**config.mk**
```make
export PLATFORM = sky130hd
export DESIGN_NAME = analog_input_board
export DESIGN_NICKNAME = d
export VERILOG_FILES = /design/src/adc_board_pkg.sv /design/src/adc_sequencer.sv /design/src/analog_input_board.sv
export VERILOG_INCLUDE_DIRS = /design/src
export SDC_FILE = /design/constraint.sdc
export NUM_CORES = 1
export LEC_CHECK = 0
export BUFFER_PORTS_ARGS = -buffer_cell sky130_fd_sc_hd__buf_2
export CAP_MARGIN = 25
export CORE_AREA = 3 3 103 105
export DETAILED_ROUTE_END_ITERATION = 10
export DIE_AREA = 0 0 106 108
export PLACE_DENSITY = 0.81
export SYNTH_ARGS = -nofsm -noshare
export SYNTH_HDL_FRONTEND = slang
export SYNTH_HIERARCHICAL = 1
export SYNTH_SLANG_ARGS = --single-unit
```
**constraint.sdc**
```tcl
create_clock -name clk_i -period 6.9 [get_ports clk_i]
set_input_delay 2.07 -clock clk_i [delete_from_list [all_inputs] [get_ports clk_i]]
set_output_delay 2.07 -clock clk_i [all_outputs]
set_load 0.02 [all_outputs]
```
**src/adc_board_defines.svh**
```systemverilog
// constant macros for the analog input board: addresses, register layout, timing
`ifndef ADC_BOARD_DEFINES_SVH
`define ADC_BOARD_DEFINES_SVH

// ****************************************
// bus window
// ****************************************
`define WINDOW_HIGH_BYTE     8'h81
`define WINDOW_A7_A6         2'h1
`define WINDOW_FIRST         16'h8140
`define WINDOW_LAST          16'h817F

// ****************************************
// register offsets and fields
// ****************************************
`define OFS_RESULT_LOW       2'h0
`define OFS_FIRST_CTRL       2'h1
`define OFS_RESULT_HIGH_SEL  2'h2
`define OFS_SECOND_CTRL      2'h3
`define CTRL_DATA_SEL_BIT    2
`define CTRL_GO_BIT          3
`define CTRL_OE_BIT          3
`define CTRL_FLAG_BIT        7
`define CTRL_RESET           8'h00
`define SEL_RESET            8'h00
`define SEL_COMP_FIRST       5'h10
`define MUX_COUNT            5
`define CHANNELS_PER_BOARD   8'h10

// ****************************************
// converter timing
// ****************************************
`define CLK_PERIOD_NS        50
`define CONV_FAST_NS         2000
`define CONV_SLOW_NS         4000
`define CONV_FAST_CYCLES     7'((`CONV_FAST_NS + `CLK_PERIOD_NS - 1) / `CLK_PERIOD_NS)
`define CONV_SLOW_CYCLES     7'((`CONV_SLOW_NS + `CLK_PERIOD_NS - 1) / `CLK_PERIOD_NS)
`define PHASE_SHORT_LAST     13'h00FF
`define PHASE_MIDPOINT       13'h0080
`define RAMP_UNKNOWN_LAST    13'h0FFF
`define RAMP_REF_LAST        13'h1FFF
`define RESULT_FULL          12'hFFF

`endif

```
**src/adc_board_pkg.sv**
```systemverilog
// types shared by the analog input board modules
package adc_board_pkg;

	typedef enum logic [2:0] {
		PH_IDLE,
		PH_OFFSET,
		PH_POLARITY,
		PH_INIT,
		PH_RAMP_UNKNOWN,
		PH_RAMP_REFERENCE
	} phase_t;

endpackage : adc_board_pkg

```
**src/adc_sequencer.sv**
```systemverilog
// five-phase integrating converter controller
`timescale 1ns/100ps
`include "adc_board_defines.svh"

module adc_sequencer (
	input  wire logic        clk_i,
	input  wire logic        sys_rst_i,
	input  wire logic        slow_i,
	input  wire logic        go_i,
	input  wire logic        oe_n_i,
	input  wire logic        comp_i,
	output logic             offset_null_phase_o,
	output logic             polarity_or_ramp_pos_o,
	output logic             ramp_neg_o,
	output logic             ramp_back_active_o,
	output logic             done_o,
	output logic [11:0]      result_o,
	output logic             over_o,
	output logic             polarity_o
);

	adc_board_pkg::phase_t phase_q, phase_d;
	logic [6:0]  div_q, div_d;
	logic [12:0] cnt_q, cnt_d;
	logic        pos_q, pos_d;
	logic        tick;
	logic        on_q, on_d, rp_q, rp_d, rn_q, rn_d, rr_q, rr_d, done_q, done_d;
	logic [11:0] res_q, res_d;
	logic        over_q, over_d, pol_q, pol_d;

	// ****************************************
	// converter clock
	// ****************************************
	assign tick = (div_q == 7'h00);

	always_comb begin
		// jumper picks a 2 us or 4 us converter period
		if (tick) begin
			div_d = (slow_i ? `CONV_SLOW_CYCLES : `CONV_FAST_CYCLES) - 7'h01;
		end else begin
			div_d = div_q - 7'h01;
		end
	end

	// ****************************************
	// phase sequence
	// ****************************************
	always_comb begin
		phase_d = phase_q;
		cnt_d   = cnt_q;
		pos_d   = pos_q;
		res_d   = res_q;
		over_d  = over_q;
		pol_d   = pol_q;
		done_d  = done_q;
		if (tick) begin
			cnt_d = cnt_q + 13'h0001;
			unique case (phase_q)
				adc_board_pkg::PH_IDLE: begin
					cnt_d = 13'h0000;
					if (go_i && oe_n_i) begin
						phase_d = adc_board_pkg::PH_OFFSET;
						done_d  = 1'b0;
					end
				end
				adc_board_pkg::PH_OFFSET: begin
					if (cnt_q == `PHASE_SHORT_LAST) begin
						phase_d = adc_board_pkg::PH_POLARITY;
						cnt_d   = 13'h0000;
					end
				end
				adc_board_pkg::PH_POLARITY: begin
					if (cnt_q == `PHASE_MIDPOINT) begin
						pos_d = comp_i;
					end
					if (cnt_q == `PHASE_SHORT_LAST) begin
						phase_d = adc_board_pkg::PH_INIT;
						cnt_d   = 13'h0000;
					end
				end
				adc_board_pkg::PH_INIT: begin
					if (cnt_q == `PHASE_SHORT_LAST) begin
						phase_d = adc_board_pkg::PH_RAMP_UNKNOWN;
						cnt_d   = 13'h0000;
					end
				end
				adc_board_pkg::PH_RAMP_UNKNOWN: begin
					if (cnt_q == `RAMP_UNKNOWN_LAST) begin
						phase_d = adc_board_pkg::PH_RAMP_REFERENCE;
						cnt_d   = 13'h0000;
					end
				end
				adc_board_pkg::PH_RAMP_REFERENCE: begin
					if (!comp_i || cnt_q == `RAMP_REF_LAST) begin
						phase_d = adc_board_pkg::PH_IDLE;
						cnt_d   = 13'h0000;
						// counts past the 12-bit range saturate and flag over-range
						over_d  = cnt_q[12];
						res_d   = cnt_q[12] ? `RESULT_FULL : cnt_q[11:0];
						pol_d   = pos_q;
						done_d  = 1'b1;
					end
				end
			endcase
		end
	end

	// ****************************************
	// analog block controls
	// ****************************************
	always_comb begin
		on_d = (phase_d == adc_board_pkg::PH_OFFSET) || (phase_d == adc_board_pkg::PH_INIT);
		rp_d = (phase_d == adc_board_pkg::PH_POLARITY) ||
		       (phase_d == adc_board_pkg::PH_RAMP_UNKNOWN && pos_d);
		rn_d = (phase_d == adc_board_pkg::PH_RAMP_UNKNOWN) && !pos_d;
		rr_d = (phase_d == adc_board_pkg::PH_RAMP_REFERENCE);
	end

	always_ff @(posedge clk_i) begin
		if (sys_rst_i) begin
			phase_q <= adc_board_pkg::PH_IDLE;
			div_q   <= 7'h00;
			cnt_q   <= 13'h0000;
			pos_q   <= 1'b0;
			res_q   <= 12'h000;
			over_q  <= 1'b0;
			pol_q   <= 1'b0;
			done_q  <= 1'b0;
			on_q    <= 1'b0;
			rp_q    <= 1'b0;
			rn_q    <= 1'b0;
			rr_q    <= 1'b0;
		end else begin
			phase_q <= phase_d;
			div_q   <= div_d;
			cnt_q   <= cnt_d;
			pos_q   <= pos_d;
			res_q   <= res_d;
			over_q  <= over_d;
			pol_q   <= pol_d;
			done_q  <= done_d;
			on_q    <= on_d;
			rp_q    <= rp_d;
			rn_q    <= rn_d;
			rr_q    <= rr_d;
		end
	end

	assign offset_null_phase_o    = on_q;
	assign polarity_or_ramp_pos_o = rp_q;
	assign ramp_neg_o             = rn_q;
	assign ramp_back_active_o     = rr_q;
	assign done_o                 = done_q;
	assign result_o               = res_q;
	assign over_o                 = over_q;
	assign polarity_o             = pol_q;

endmodule : adc_sequencer

```
**src/analog_input_board.sv**
```systemverilog
// analog input board: bus decode, peripheral adapter registers and converter control
//
// Behaviour
// - four addresses in 8140..817F, switch picks slot
// - switch XOR address, combined with window select
// - match gives active-high board select
// - buffers face CPU on read, adapter on write
// - port A carries result low byte
// - port B carries result high nibble, over-range
// - port B outputs select one of twenty inputs
// - inputs 17..20 are compensation, not user
// - board number sets sixteen-channel group
// - converter period 2 us, or 4 us by jumper
// - five ordered conversion phases
// - go plus output-enable line start 256-clock offset
// - polarity phase high, comparator sampled midway
// - initialization repeats offset null 256 clocks
// - ramp unknown 4096 clocks, one direction only
// - ramp reference ends on comparator or 8192
// - result keeps polarity, holds until next done
// - result driven only with enable low, go high
// - four controls out, one comparator in
// - integrating conversion, 12-bit magnitude
`timescale 1ns/100ps
`include "adc_board_defines.svh"

module analog_input_board (
	input  wire logic        clk_i,
	input  wire logic        sys_rst_i,
	input  wire logic [15:0] addr_i,
	input  wire logic        io_window_sel_i,
	input  wire logic        rw_i,
	input  wire logic        bus_strobe_i,
	input  wire logic [7:0]  data_i,
	input  wire logic [3:0]  board_number_switch_i,
	input  wire logic        slow_clk_jumper_i,
	input  wire logic        comparator_i,
	output logic [7:0]       data_o,
	output logic             data_oe_o,
	output logic             board_sel_o,
	output logic             buf_to_cpu_o,
	output logic             buf_to_adapter_o,
	output logic             conversion_go_o,
	output logic             output_enable_n_o,
	output logic             offset_null_phase_o,
	output logic             polarity_or_ramp_pos_o,
	output logic             ramp_neg_o,
	output logic             ramp_back_active_o,
	output logic             conversion_done_o,
	output logic [1:0]       mux_input_sel_o,
	output logic [4:0]       mux_enable_o,
	output logic             compensation_input_o,
	output logic [7:0]       data_channel_o
);

	// ****************************************
	// pin synchronisers
	// ****************************************
	// bit order: strobe, comparator, jumper, switch[3:0]
	logic [6:0] sync1_q, sync2_q, sync3_q, stable_q, stable_d;
	logic       strobe_s, comp_s, slow_s;
	logic [3:0] sw_s;

	always_comb begin
		// a bit moves only once the second and third stages agree
		stable_d = (sync2_q & sync3_q) | (stable_q & (sync2_q | sync3_q));
	end

	always_ff @(posedge clk_i) begin
		if (sys_rst_i) begin
			sync1_q  <= 7'h00;
			sync2_q  <= 7'h00;
			sync3_q  <= 7'h00;
			stable_q <= 7'h00;
		end else begin
			sync1_q  <= {bus_strobe_i, comparator_i, slow_clk_jumper_i, board_number_switch_i};
			sync2_q  <= sync1_q;
			sync3_q  <= sync2_q;
			stable_q <= stable_d;
		end
	end

	assign strobe_s = stable_q[6];
	assign comp_s   = stable_q[5];
	assign slow_s   = stable_q[4];
	assign sw_s     = stable_q[3:0];

	// ****************************************
	// address decode
	// ****************************************
	logic       match;
	logic       strobe_prev_q;
	logic       access;
	logic [1:0] reg_ofs;

	always_comb begin
		// address bits equal the switch when every XOR of inverted switch is high
		match = io_window_sel_i &&
		        (addr_i[15:8] == `WINDOW_HIGH_BYTE) &&
		        (addr_i[7:6] == `WINDOW_A7_A6) &&
		        (&(addr_i[5:2] ^ ~sw_s));
	end

	assign access  = strobe_s && !strobe_prev_q && match;
	assign reg_ofs = addr_i[1:0];

	// ****************************************
	// adapter registers
	// ****************************************
	logic [7:0] ctrl_a_q, ctrl_a_d, ctrl_b_q, ctrl_b_d;
	logic [7:0] dir_a_q, dir_a_d, dir_b_q, dir_b_d;
	logic [7:0] sel_q, sel_d;
	logic       flag_q, flag_d;
	logic       oe_n_q, oe_n_d;
	logic       done_prev_q;
	logic       seq_done, seq_over, seq_pol;
	logic [11:0] seq_result;
	logic       results_on;
	logic [7:0] port_b_in;
	logic [7:0] rd_data;

	// outputs only present while enable is low and go is high
	assign results_on = !output_enable_n_o && conversion_go_o;
	assign port_b_in  = results_on ? {2'b00, seq_pol, seq_over, seq_result[11:8]} : 8'h00;

	always_comb begin
		unique case (reg_ofs)
			`OFS_RESULT_LOW: begin
				rd_data = ctrl_a_q[`CTRL_DATA_SEL_BIT] ?
				          (results_on ? seq_result[7:0] : 8'h00) : dir_a_q;
			end
			`OFS_FIRST_CTRL: begin
				rd_data = {flag_q, ctrl_a_q[6:0]};
			end
			`OFS_RESULT_HIGH_SEL: begin
				// direction bits choose between the select latch and the result lines
				rd_data = ctrl_b_q[`CTRL_DATA_SEL_BIT] ?
				          ((sel_q & dir_b_q) | (port_b_in & ~dir_b_q)) : dir_b_q;
			end
			`OFS_SECOND_CTRL: begin
				rd_data = ctrl_b_q;
			end
		endcase
	end

	always_comb begin
		ctrl_a_d = ctrl_a_q;
		ctrl_b_d = ctrl_b_q;
		dir_a_d  = dir_a_q;
		dir_b_d  = dir_b_q;
		sel_d    = sel_q;
		flag_d   = flag_q;
		if (access && rw_i && reg_ofs == `OFS_RESULT_LOW && ctrl_a_q[`CTRL_DATA_SEL_BIT]) begin
			flag_d = 1'b0;
		end
		if (access && !rw_i) begin
			unique case (reg_ofs)
				`OFS_RESULT_LOW: begin
					if (!ctrl_a_q[`CTRL_DATA_SEL_BIT]) begin
						dir_a_d = data_i;
					end
				end
				`OFS_FIRST_CTRL: begin
					ctrl_a_d = {1'b0, data_i[6:0]};
				end
				`OFS_RESULT_HIGH_SEL: begin
					if (ctrl_b_q[`CTRL_DATA_SEL_BIT]) begin
						sel_d = data_i;
					end else begin
						dir_b_d = data_i;
					end
				end
				`OFS_SECOND_CTRL: begin
					ctrl_b_d = {1'b0, data_i[6:0]};
				end
			endcase
		end
		// a finish seen in the same cycle as the clearing read still raises the flag
		if (seq_done && !done_prev_q) begin
			flag_d = 1'b1;
		end
		// kept as its own flop so the pin is not an inverter output
		oe_n_d = !ctrl_b_d[`CTRL_OE_BIT];
	end

	// ****************************************
	// bus answer
	// ****************************************
	logic [7:0] data_q, data_d;
	logic       oe_q, oe_d, bsel_q, bsel_d, to_cpu_q, to_cpu_d, to_adp_q, to_adp_d;

	always_comb begin
		bsel_d   = match && strobe_s;
		to_cpu_d = bsel_d && rw_i;
		to_adp_d = bsel_d && !rw_i;
		oe_d     = to_cpu_d;
		data_d   = data_q;
		if (access && rw_i) begin
			data_d = rd_data;
		end
	end

	// ****************************************
	// input select and channel
	// ****************************************
	logic [1:0] mux_sel_q, mux_sel_d;
	logic [4:0] mux_en_q, mux_en_d;
	logic       comp_in_q, comp_in_d;
	logic [7:0] chan_q, chan_d;
	logic [4:0] in_index;

	// select lines only reach the multiplexers when set as outputs
	assign in_index = sel_q[4:0] & dir_b_q[4:0];

	always_comb begin
		mux_sel_d = in_index[1:0];
		comp_in_d = (in_index >= `SEL_COMP_FIRST) && (in_index < 5'h14);
		chan_d    = comp_in_d ? 8'h00 :
		            ({sw_s, 4'h0} + {4'h0, in_index[3:0]});
	end

	genvar m;
	generate
		for (m = 0; m < `MUX_COUNT; m++) begin : g_mux_en
			always_comb begin
				mux_en_d[m] = (in_index[4:2] == 3'(m));
			end
		end
	endgenerate

	// ****************************************
	// register stage
	// ****************************************
	always_ff @(posedge clk_i) begin
		if (sys_rst_i) begin
			strobe_prev_q <= 1'b0;
			ctrl_a_q      <= `CTRL_RESET;
			ctrl_b_q      <= `CTRL_RESET;
			dir_a_q       <= `CTRL_RESET;
			dir_b_q       <= `CTRL_RESET;
			sel_q         <= `SEL_RESET;
			flag_q        <= 1'b0;
			oe_n_q        <= 1'b1;
			done_prev_q   <= 1'b0;
			data_q        <= 8'h00;
			oe_q          <= 1'b0;
			bsel_q        <= 1'b0;
			to_cpu_q      <= 1'b0;
			to_adp_q      <= 1'b0;
			mux_sel_q     <= 2'h0;
			mux_en_q      <= 5'h00;
			comp_in_q     <= 1'b0;
			chan_q        <= 8'h00;
		end else begin
			strobe_prev_q <= strobe_s;
			ctrl_a_q      <= ctrl_a_d;
			ctrl_b_q      <= ctrl_b_d;
			dir_a_q       <= dir_a_d;
			dir_b_q       <= dir_b_d;
			sel_q         <= sel_d;
			flag_q        <= flag_d;
			oe_n_q        <= oe_n_d;
			done_prev_q   <= seq_done;
			data_q        <= data_d;
			oe_q          <= oe_d;
			bsel_q        <= bsel_d;
			to_cpu_q      <= to_cpu_d;
			to_adp_q      <= to_adp_d;
			mux_sel_q     <= mux_sel_d;
			mux_en_q      <= mux_en_d;
			comp_in_q     <= comp_in_d;
			chan_q        <= chan_d;
		end
	end

	// ****************************************
	// converter controller
	// ****************************************
	adc_sequencer u_seq (
		.clk_i                  (clk_i),
		.sys_rst_i              (sys_rst_i),
		.slow_i                 (slow_s),
		.go_i                   (ctrl_a_q[`CTRL_GO_BIT]),
		.oe_n_i                 (!ctrl_b_q[`CTRL_OE_BIT]),
		.comp_i                 (comp_s),
		.offset_null_phase_o    (offset_null_phase_o),
		.polarity_or_ramp_pos_o (polarity_or_ramp_pos_o),
		.ramp_neg_o             (ramp_neg_o),
		.ramp_back_active_o     (ramp_back_active_o),
		.done_o                 (seq_done),
		.result_o               (seq_result),
		.over_o                 (seq_over),
		.polarity_o             (seq_pol)
	);

	assign data_o               = data_q;
	assign data_oe_o            = oe_q;
	assign board_sel_o          = bsel_q;
	assign buf_to_cpu_o         = to_cpu_q;
	assign buf_to_adapter_o     = to_adp_q;
	assign conversion_go_o      = ctrl_a_q[`CTRL_GO_BIT];
	assign output_enable_n_o    = oe_n_q;
	assign conversion_done_o    = seq_done;
	assign mux_input_sel_o      = mux_sel_q;
	assign mux_enable_o         = mux_en_q;
	assign compensation_input_o = comp_in_q;
	assign data_channel_o       = chan_q;

endmodule : analog_input_board

```
==> impl_metrics.ini, run 1 <==
[global_routing]
antenna_found_initial = 0
grt_max_degree = 71
grt_pass1_wl_mm = 21.7
grt.overflow.total = 0
gr-usage-all-layers_pct = 24.1
grt_pass1_vias = 4484

[final_layout]
fillers = 737
drive_above_1_share_pct = 19.2
final_common_cell = dfxtp_1
num_antenna_cells = 0
layout.nets = 716
layout_common_cells = dfxtp_1 (140), nor2_1 (107), buf_2 (68), mux2i_1 (42)
areaGrowthSynthToFinish_pct = 16.5

[sta]
finalCritPeriodShare_pct = 50.3
clock.fmax_mhz = 288
setup_tns_ps = 0
setup_violations = 0
drv_slew = 0
final_hold_viol_count = 0
rsz0062_at_grt = no
fin_worst_skew_ps = 11.9
slew_headroom_pct = 51.9
hold_slack_ps = 433
period_minus_slack_ps = 3470
tightest_slew_ps = 722

[routing]
routedWlPerCell_um = 16.2
dr_total_vias = 4687
wirelength_mm = 13.4
via_per_inst = 5.69
postRouteAntennaNets = 0
drc = 0
drtPass1Iterations = 5
drt_iter0_drc = 318

[yosys]
yosysSeqAreaShare_pct = 48.0
ys_warn_count = 6
synth_top_area_share_pct = 48.0
syn-instance-count = 624
syn_nets = 662
yosys-top-cells-area = dfxtp_1 (48%), mux2i_1 (7.2%), nor2_1 (6.9%)
ys_seq_elements = 140
ys.flop_type = dfxtp_1
synthArstFlopShare_pct = 0
synth_cell_type_count = 65
yosysTopAreaCell = dfxtp_1
synth_area_mm2 = 0.00584
syn_area_per_cell_um2 = 9.35
synth_edf_count = 0

[clocking]
cts_setup_buffers = 0
cts-root-buf = clkbuf_8
h-tree-depth = 4
cts_resized = 0
cts_buffers = 17
cts.sinks = 140
holdBufCountCts = 0
clk_latency_ps = 530
path_clk_slew_ps = 60
cts_tree = yes
cts_max_path_buffers = 2

[die]
rows = 36
core_mm2 = 0.00973
die_y_um = 108
ios = 70
initial_core_util_pct = 60.0
die_w_um = 106
dieArea_mm2 = 0.0114

[power]
power.switching_uw = 445
power_density_mw_per_mm2 = 275
p_int_uw = 1420
p_sw_share_pct = 23.8
ir_worst_vdd_v = 0.000213
leakage_uw = 0.00283
power_frac_clock_pct = 49.1
pwr-share-comb_pct = 6.1
seq_power_share_pct = 44.8

[outcome]
status = finished, final reports clean

[flow_run]
maxCapViolCount = 0

[placement]
hpwl_mm = 9.08
io_buffers = 69
globalplace.congestion = 0.840

[critical_path]
startpoint_type = primary input
path_class = primary input to flip-flop
cp_max_fo = 17
worstPathRequired_ps = 7290
worst-path-buf-inv = 1
end_kind = flip-flop
crit_arrival_ps = 3860
cp_slowest_cell = nand4_2
path_delay_family = simple AND/OR/NAND/NOR gates
path_cells = buf_2 > nand2b_1 > nor4_1 > nand4_2 > mux2i_1 > nor2_1
crit_path_max_incr_delay_ps = 430

[hold_path]
min_path_type = flip-flop to flip-flop
-- cell type report --
class,instances,area (um^2),share of cell area (%)
clock buffers,17,414,6.09
inverters,16,60.1,0.883
flip-flops and latches,140,2800,41.2
multi-input cells,430,2790,41.1
well taps,133,166,2.45
clock inverters,15,186,2.74
repair buffers,73,378,5.56
-- registers in the layout, indices dropped and copies added, names as in the netlist, 8 cells and up --
signal	count
data_channel_o	8
data_o	8
u_seq/cnt_q	13
dir_a_q	8
u_seq/result_o	12
sel_q	8
dir_b_q	8
-- Yosys cell counts, types with 4 or more instances --
library cell,instances
nand2_1,35
o21ai_0,14
a311oi_1,6
nand4_2,4
nor4_1,6
a211oi_2,7
and2_1,7
mux2_2,5
xor2_1,11
buf_2,4
nand2b_1,8
nor3b_1,10
a211oi_1,9
nor3_1,12
mux2i_1,42
clkbuf_1,25
nand3_1,8
a21oi_1,28
dfxtp_1,140
inv_1,16
nor2_1,107
xnor2_1,4
nor2b_1,35
and3_1,6
a222oi_1,4
-- power groups by stage --
stage                     Combinational (uW)  Sequential, uW  Clock, uW
final                                    115             836        916
after global routing                     127             838        963
after CTS                                111             836        927
after detailed placement                 110             854          0
after global placement                   105             853          0
after floorplan                         82.6             851          0
-- logic make-up after synthesis --
kind of cell | after synthesis | synth area share, %
simple gates | 270 | 25.0
xor+xnor | 15 | 2.25
fa+ha+maj | 3 | 0.643
buf+inv | 54 | 4.14
mux | 47 | 8.17
flops | 140 | 48.0
compound gates | 95 | 11.8
-- layer usage --
| layer | track usage [%] | share of wire (%) | up-vias |
|---|---|---|---|
| met2 | 42.3 | 51 | 178 |
| met4 | 7.03 | 1.2 | 0 |
| met3 | 8.00 | 6.9 | 19 |
| met5 | 0 | 0 | - |
| li1 | - | - | 2278 |
| met1 | 28.3 | 41 | 2212 |
-- worst register-to-register path, delay by kind of cell (launching register included) --
kind | cells | cell delay, ps
AOI/OAI and AO/OA | 1 | 380
adders and majority gates | 1 | 210
buffers and inverters | 1 | 350
DFF | 1 | 420
muxes | 1 | 240
and+or+nand+nor | 4 | 910
-- final timing paths --
path              cells past startpoint            from        endpoint  slack, ps
setup / recovery                      6       addr_i[1]        sel_q[2]       3430
hold / removal                        1  u_seq/div_q[0]  u_seq/div_q[0]        430
setup reg to reg                      8  u_seq/cnt_q[0]    u_seq/over_o       4260
hold reg to reg                       1  u_seq/div_q[0]  u_seq/div_q[0]        430
-- metrics by stage --
step / area (um^2) / total power, uW / cells / worst slack (ps) / utilization, %
floorplan: 5840 / 934 / 624 / 3370 / -
CTS: 6790 / 1870 / 823 / 3490 / 69.8
finish: 6800 / 1870 / 824 / 3430 / 69.9
global route: 6800 / 1930 / 824 / 3280 / 69.9
detailed placement: 6190 / 964 / 791 / 2980 / 63.6
global placement: 6190 / 958 / 791 / 3010 / 63.6
(Power assumes the default switching activity.)
==> inputs of run 2 (changes only) <==
--- a/config.mk
+++ b/config.mk
@@ -8,10 +8,10 @@
 export LEC_CHECK = 0
 export BUFFER_PORTS_ARGS = -buffer_cell sky130_fd_sc_hd__buf_2
 export CAP_MARGIN = 25
-export CORE_AREA = 3 3 103 105
+export CORE_AREA = 3 3 105 107
 export DETAILED_ROUTE_END_ITERATION = 10
-export DIE_AREA = 0 0 106 108
-export PLACE_DENSITY = 0.81
+export DIE_AREA = 0 0 108 110
+export PLACE_DENSITY = 0.78
 export SYNTH_ARGS = -nofsm -noshare
 export SYNTH_HDL_FRONTEND = slang
 export SYNTH_HIERARCHICAL = 1
==> constraint.sdc (replaced) <==
create_clock -name clk_i -period 3.5 [get_ports clk_i]
set_input_delay 1.05 -clock clk_i [delete_from_list [all_inputs] [get_ports clk_i]]
set_output_delay 1.05 -clock clk_i [all_outputs]
set_load 0.02 [all_outputs]
==> run 2 against run 1 <==
Effect of this change: flip-flop and latch count did not move; routed wire length rose by 2.7%; critical path depth increased by 2; global-route usage decreased by 0.051 points; clock skew decreased by 1.9 ps; via count up 0.15%; power grew 110%; combinational power increased by 100%; highest routed layer unchanged.
==> impl_metrics.ini, run 2 (same netlist as run 1, synthesis figures left out) <==
[outcome]
status = finished, final reports clean

[placement]
hpwl_mm = 9.16
place_ws_ps = 653
io_buffers = 69
placed_area_mm2 = 0.00623
globalplace.congestion = 0.833

[routing]
dr_total_vias = 4694
wirelength_mm = 13.7
drtPass1Iterations = 6
postRouteAntennaNets = 0
drt_iter0_drc = 240
routedWlPerCell_um = 16.5
drc = 0
via_per_inst = 5.66

[critical_path]
worstPathRequired_ps = 3900
crit_start = u_seq/cnt_q[0]
r2r-start = u_seq/cnt_q[0]
crit_arrival_ps = 3000
path_class = flip-flop to flip-flop
cp_max_fo = 27
startpoint_type = flip-flop
end_kind = flip-flop

[global_routing]
grt.overflow.total = 0
met1_usage_pct = 28.4
antenna_found_initial = 0
busiest_layer = met2
gr-usage-all-layers_pct = 24.1
grt_use_met2_pct = 42.7
grt_pass1_vias = 4591
use_met3_pct = 5.77
grt_max_degree = 57
grt_pass1_wl_mm = 22.4

[final_layout]
final_area_mm2 = 0.00692
largest_reg_flops = 13
drive_above_1_share_pct = 19.6
utilization_pct = 67.6
top_register = u_seq/cnt_q
areaGrowthSynthToFinish_pct = 18.5
final_common_cell = dfxtp_1
fillers = 807
num_antenna_cells = 0
layout_common_cells = dfxtp_1 (140), nor2_1 (107), buf_2 (68), mux2i_1 (42)
layout.nets = 719

[die]
initial_core_util_pct = 57.1
core_mm2 = 0.0102
dieArea_mm2 = 0.0119
die_w_um = 108
ios = 70
rows = 37
die_y_um = 110

[sta]
setup_violations = 0
clock.fmax_mhz = 385
tightest_slew_ps = 694
slew_headroom_pct = 52.5
setup_tns_ps = 0
drv_slew = 0
fin_worst_skew_ps = 9.91
finalCritPeriodShare_pct = 74.3
final_hold_viol_count = 0
period_minus_slack_ps = 2600
rsz0062_at_grt = no
setup_ws_ps = 899
hold_slack_ps = 437

[power]
ir_worst_vdd_v = 0.000319
leakage_uw = 0.00289
power_density_mw_per_mm2 = 571

[clocking]
holdBufCountCts = 0
h-tree-depth = 4
cts_setup_buffers = 0
cts.sinks = 140
cts_resized = 0
clk_latency_ps = 520
cts_buffers = 17
cts_max_path_buffers = 2
cts-root-buf = clkbuf_8
cts_tree = yes
path_clk_slew_ps = 60

[flow_run]
maxCapViolCount = 0

[hold_path]
min_path_type = flip-flop to flip-flop
worstHoldStart = sync1_q[3]
## run 2: cell count changes in the layout (fill, tap and decap cells not counted)
| cell | previous run | this run |
|---|---|---|
| buf_4 | 5 | 8 |
| bufinv_16 | 3 | 7 |
| clkbuf_8 | 1 | 2 |
| clkinv_4 | 3 | 1 |
| clkinvlp_4 | 4 | 3 |
| inv_6 | 4 | 2 |
## run 2: cell type report
type / instances / area (um^2) / area share [%]
sequential: 140 / 2800 / 40.5
multi-input combinational: 430 / 2790 / 40.4
timing repair buffer: 76 / 400 / 5.79
clock inverter: 14 / 264 / 3.82
inverter: 16 / 60.1 / 0.868
tap: 136 / 170 / 2.46
clock buffer: 18 / 428 / 6.19
## run 2: through the flow
stage	total power (uW)	cells
2_1_floorplan	1840	624
5_1_grt	4080	830
6_report	3950	830
4_1_cts	3970	830
3_5_place_dp	1910	798
3_3_place_gp	1900	798
## run 2: power by group
part | internal [uW] | switching, uW
combinational | 86.9 | 144
sequential | 1620 | 26.3
clock | 1400 | 674
total | 3110 | 844
## run 2: layer usage
metal	routed length (um)	vias up	part of all wire (%)
met2	7030	158	51
met1	5600	2242	41
li1	-	2274	-
met3	867	20	6.3
met5	0	-	0
met4	225	0	1.6
## run 2: worst max-delay path: stages (launching register included)
cell and delay [ps]:
dfxtp_1 420, ha_1 200, nand3_1 250, nor3_2 430
nand2_1 160, a2111oi_4 380, buf_4 350, mux2i_1 230
nor2_1 50
## run 2: final timing paths
kind                                         end  slack, ps  cells after the start
worst max-delay path            u_seq/polarity_o        900                      8
worst min-delay path                  sync2_q[3]        440                      1
worst max register to register  u_seq/polarity_o        900                      8
worst min register to register        sync2_q[3]        440                      1
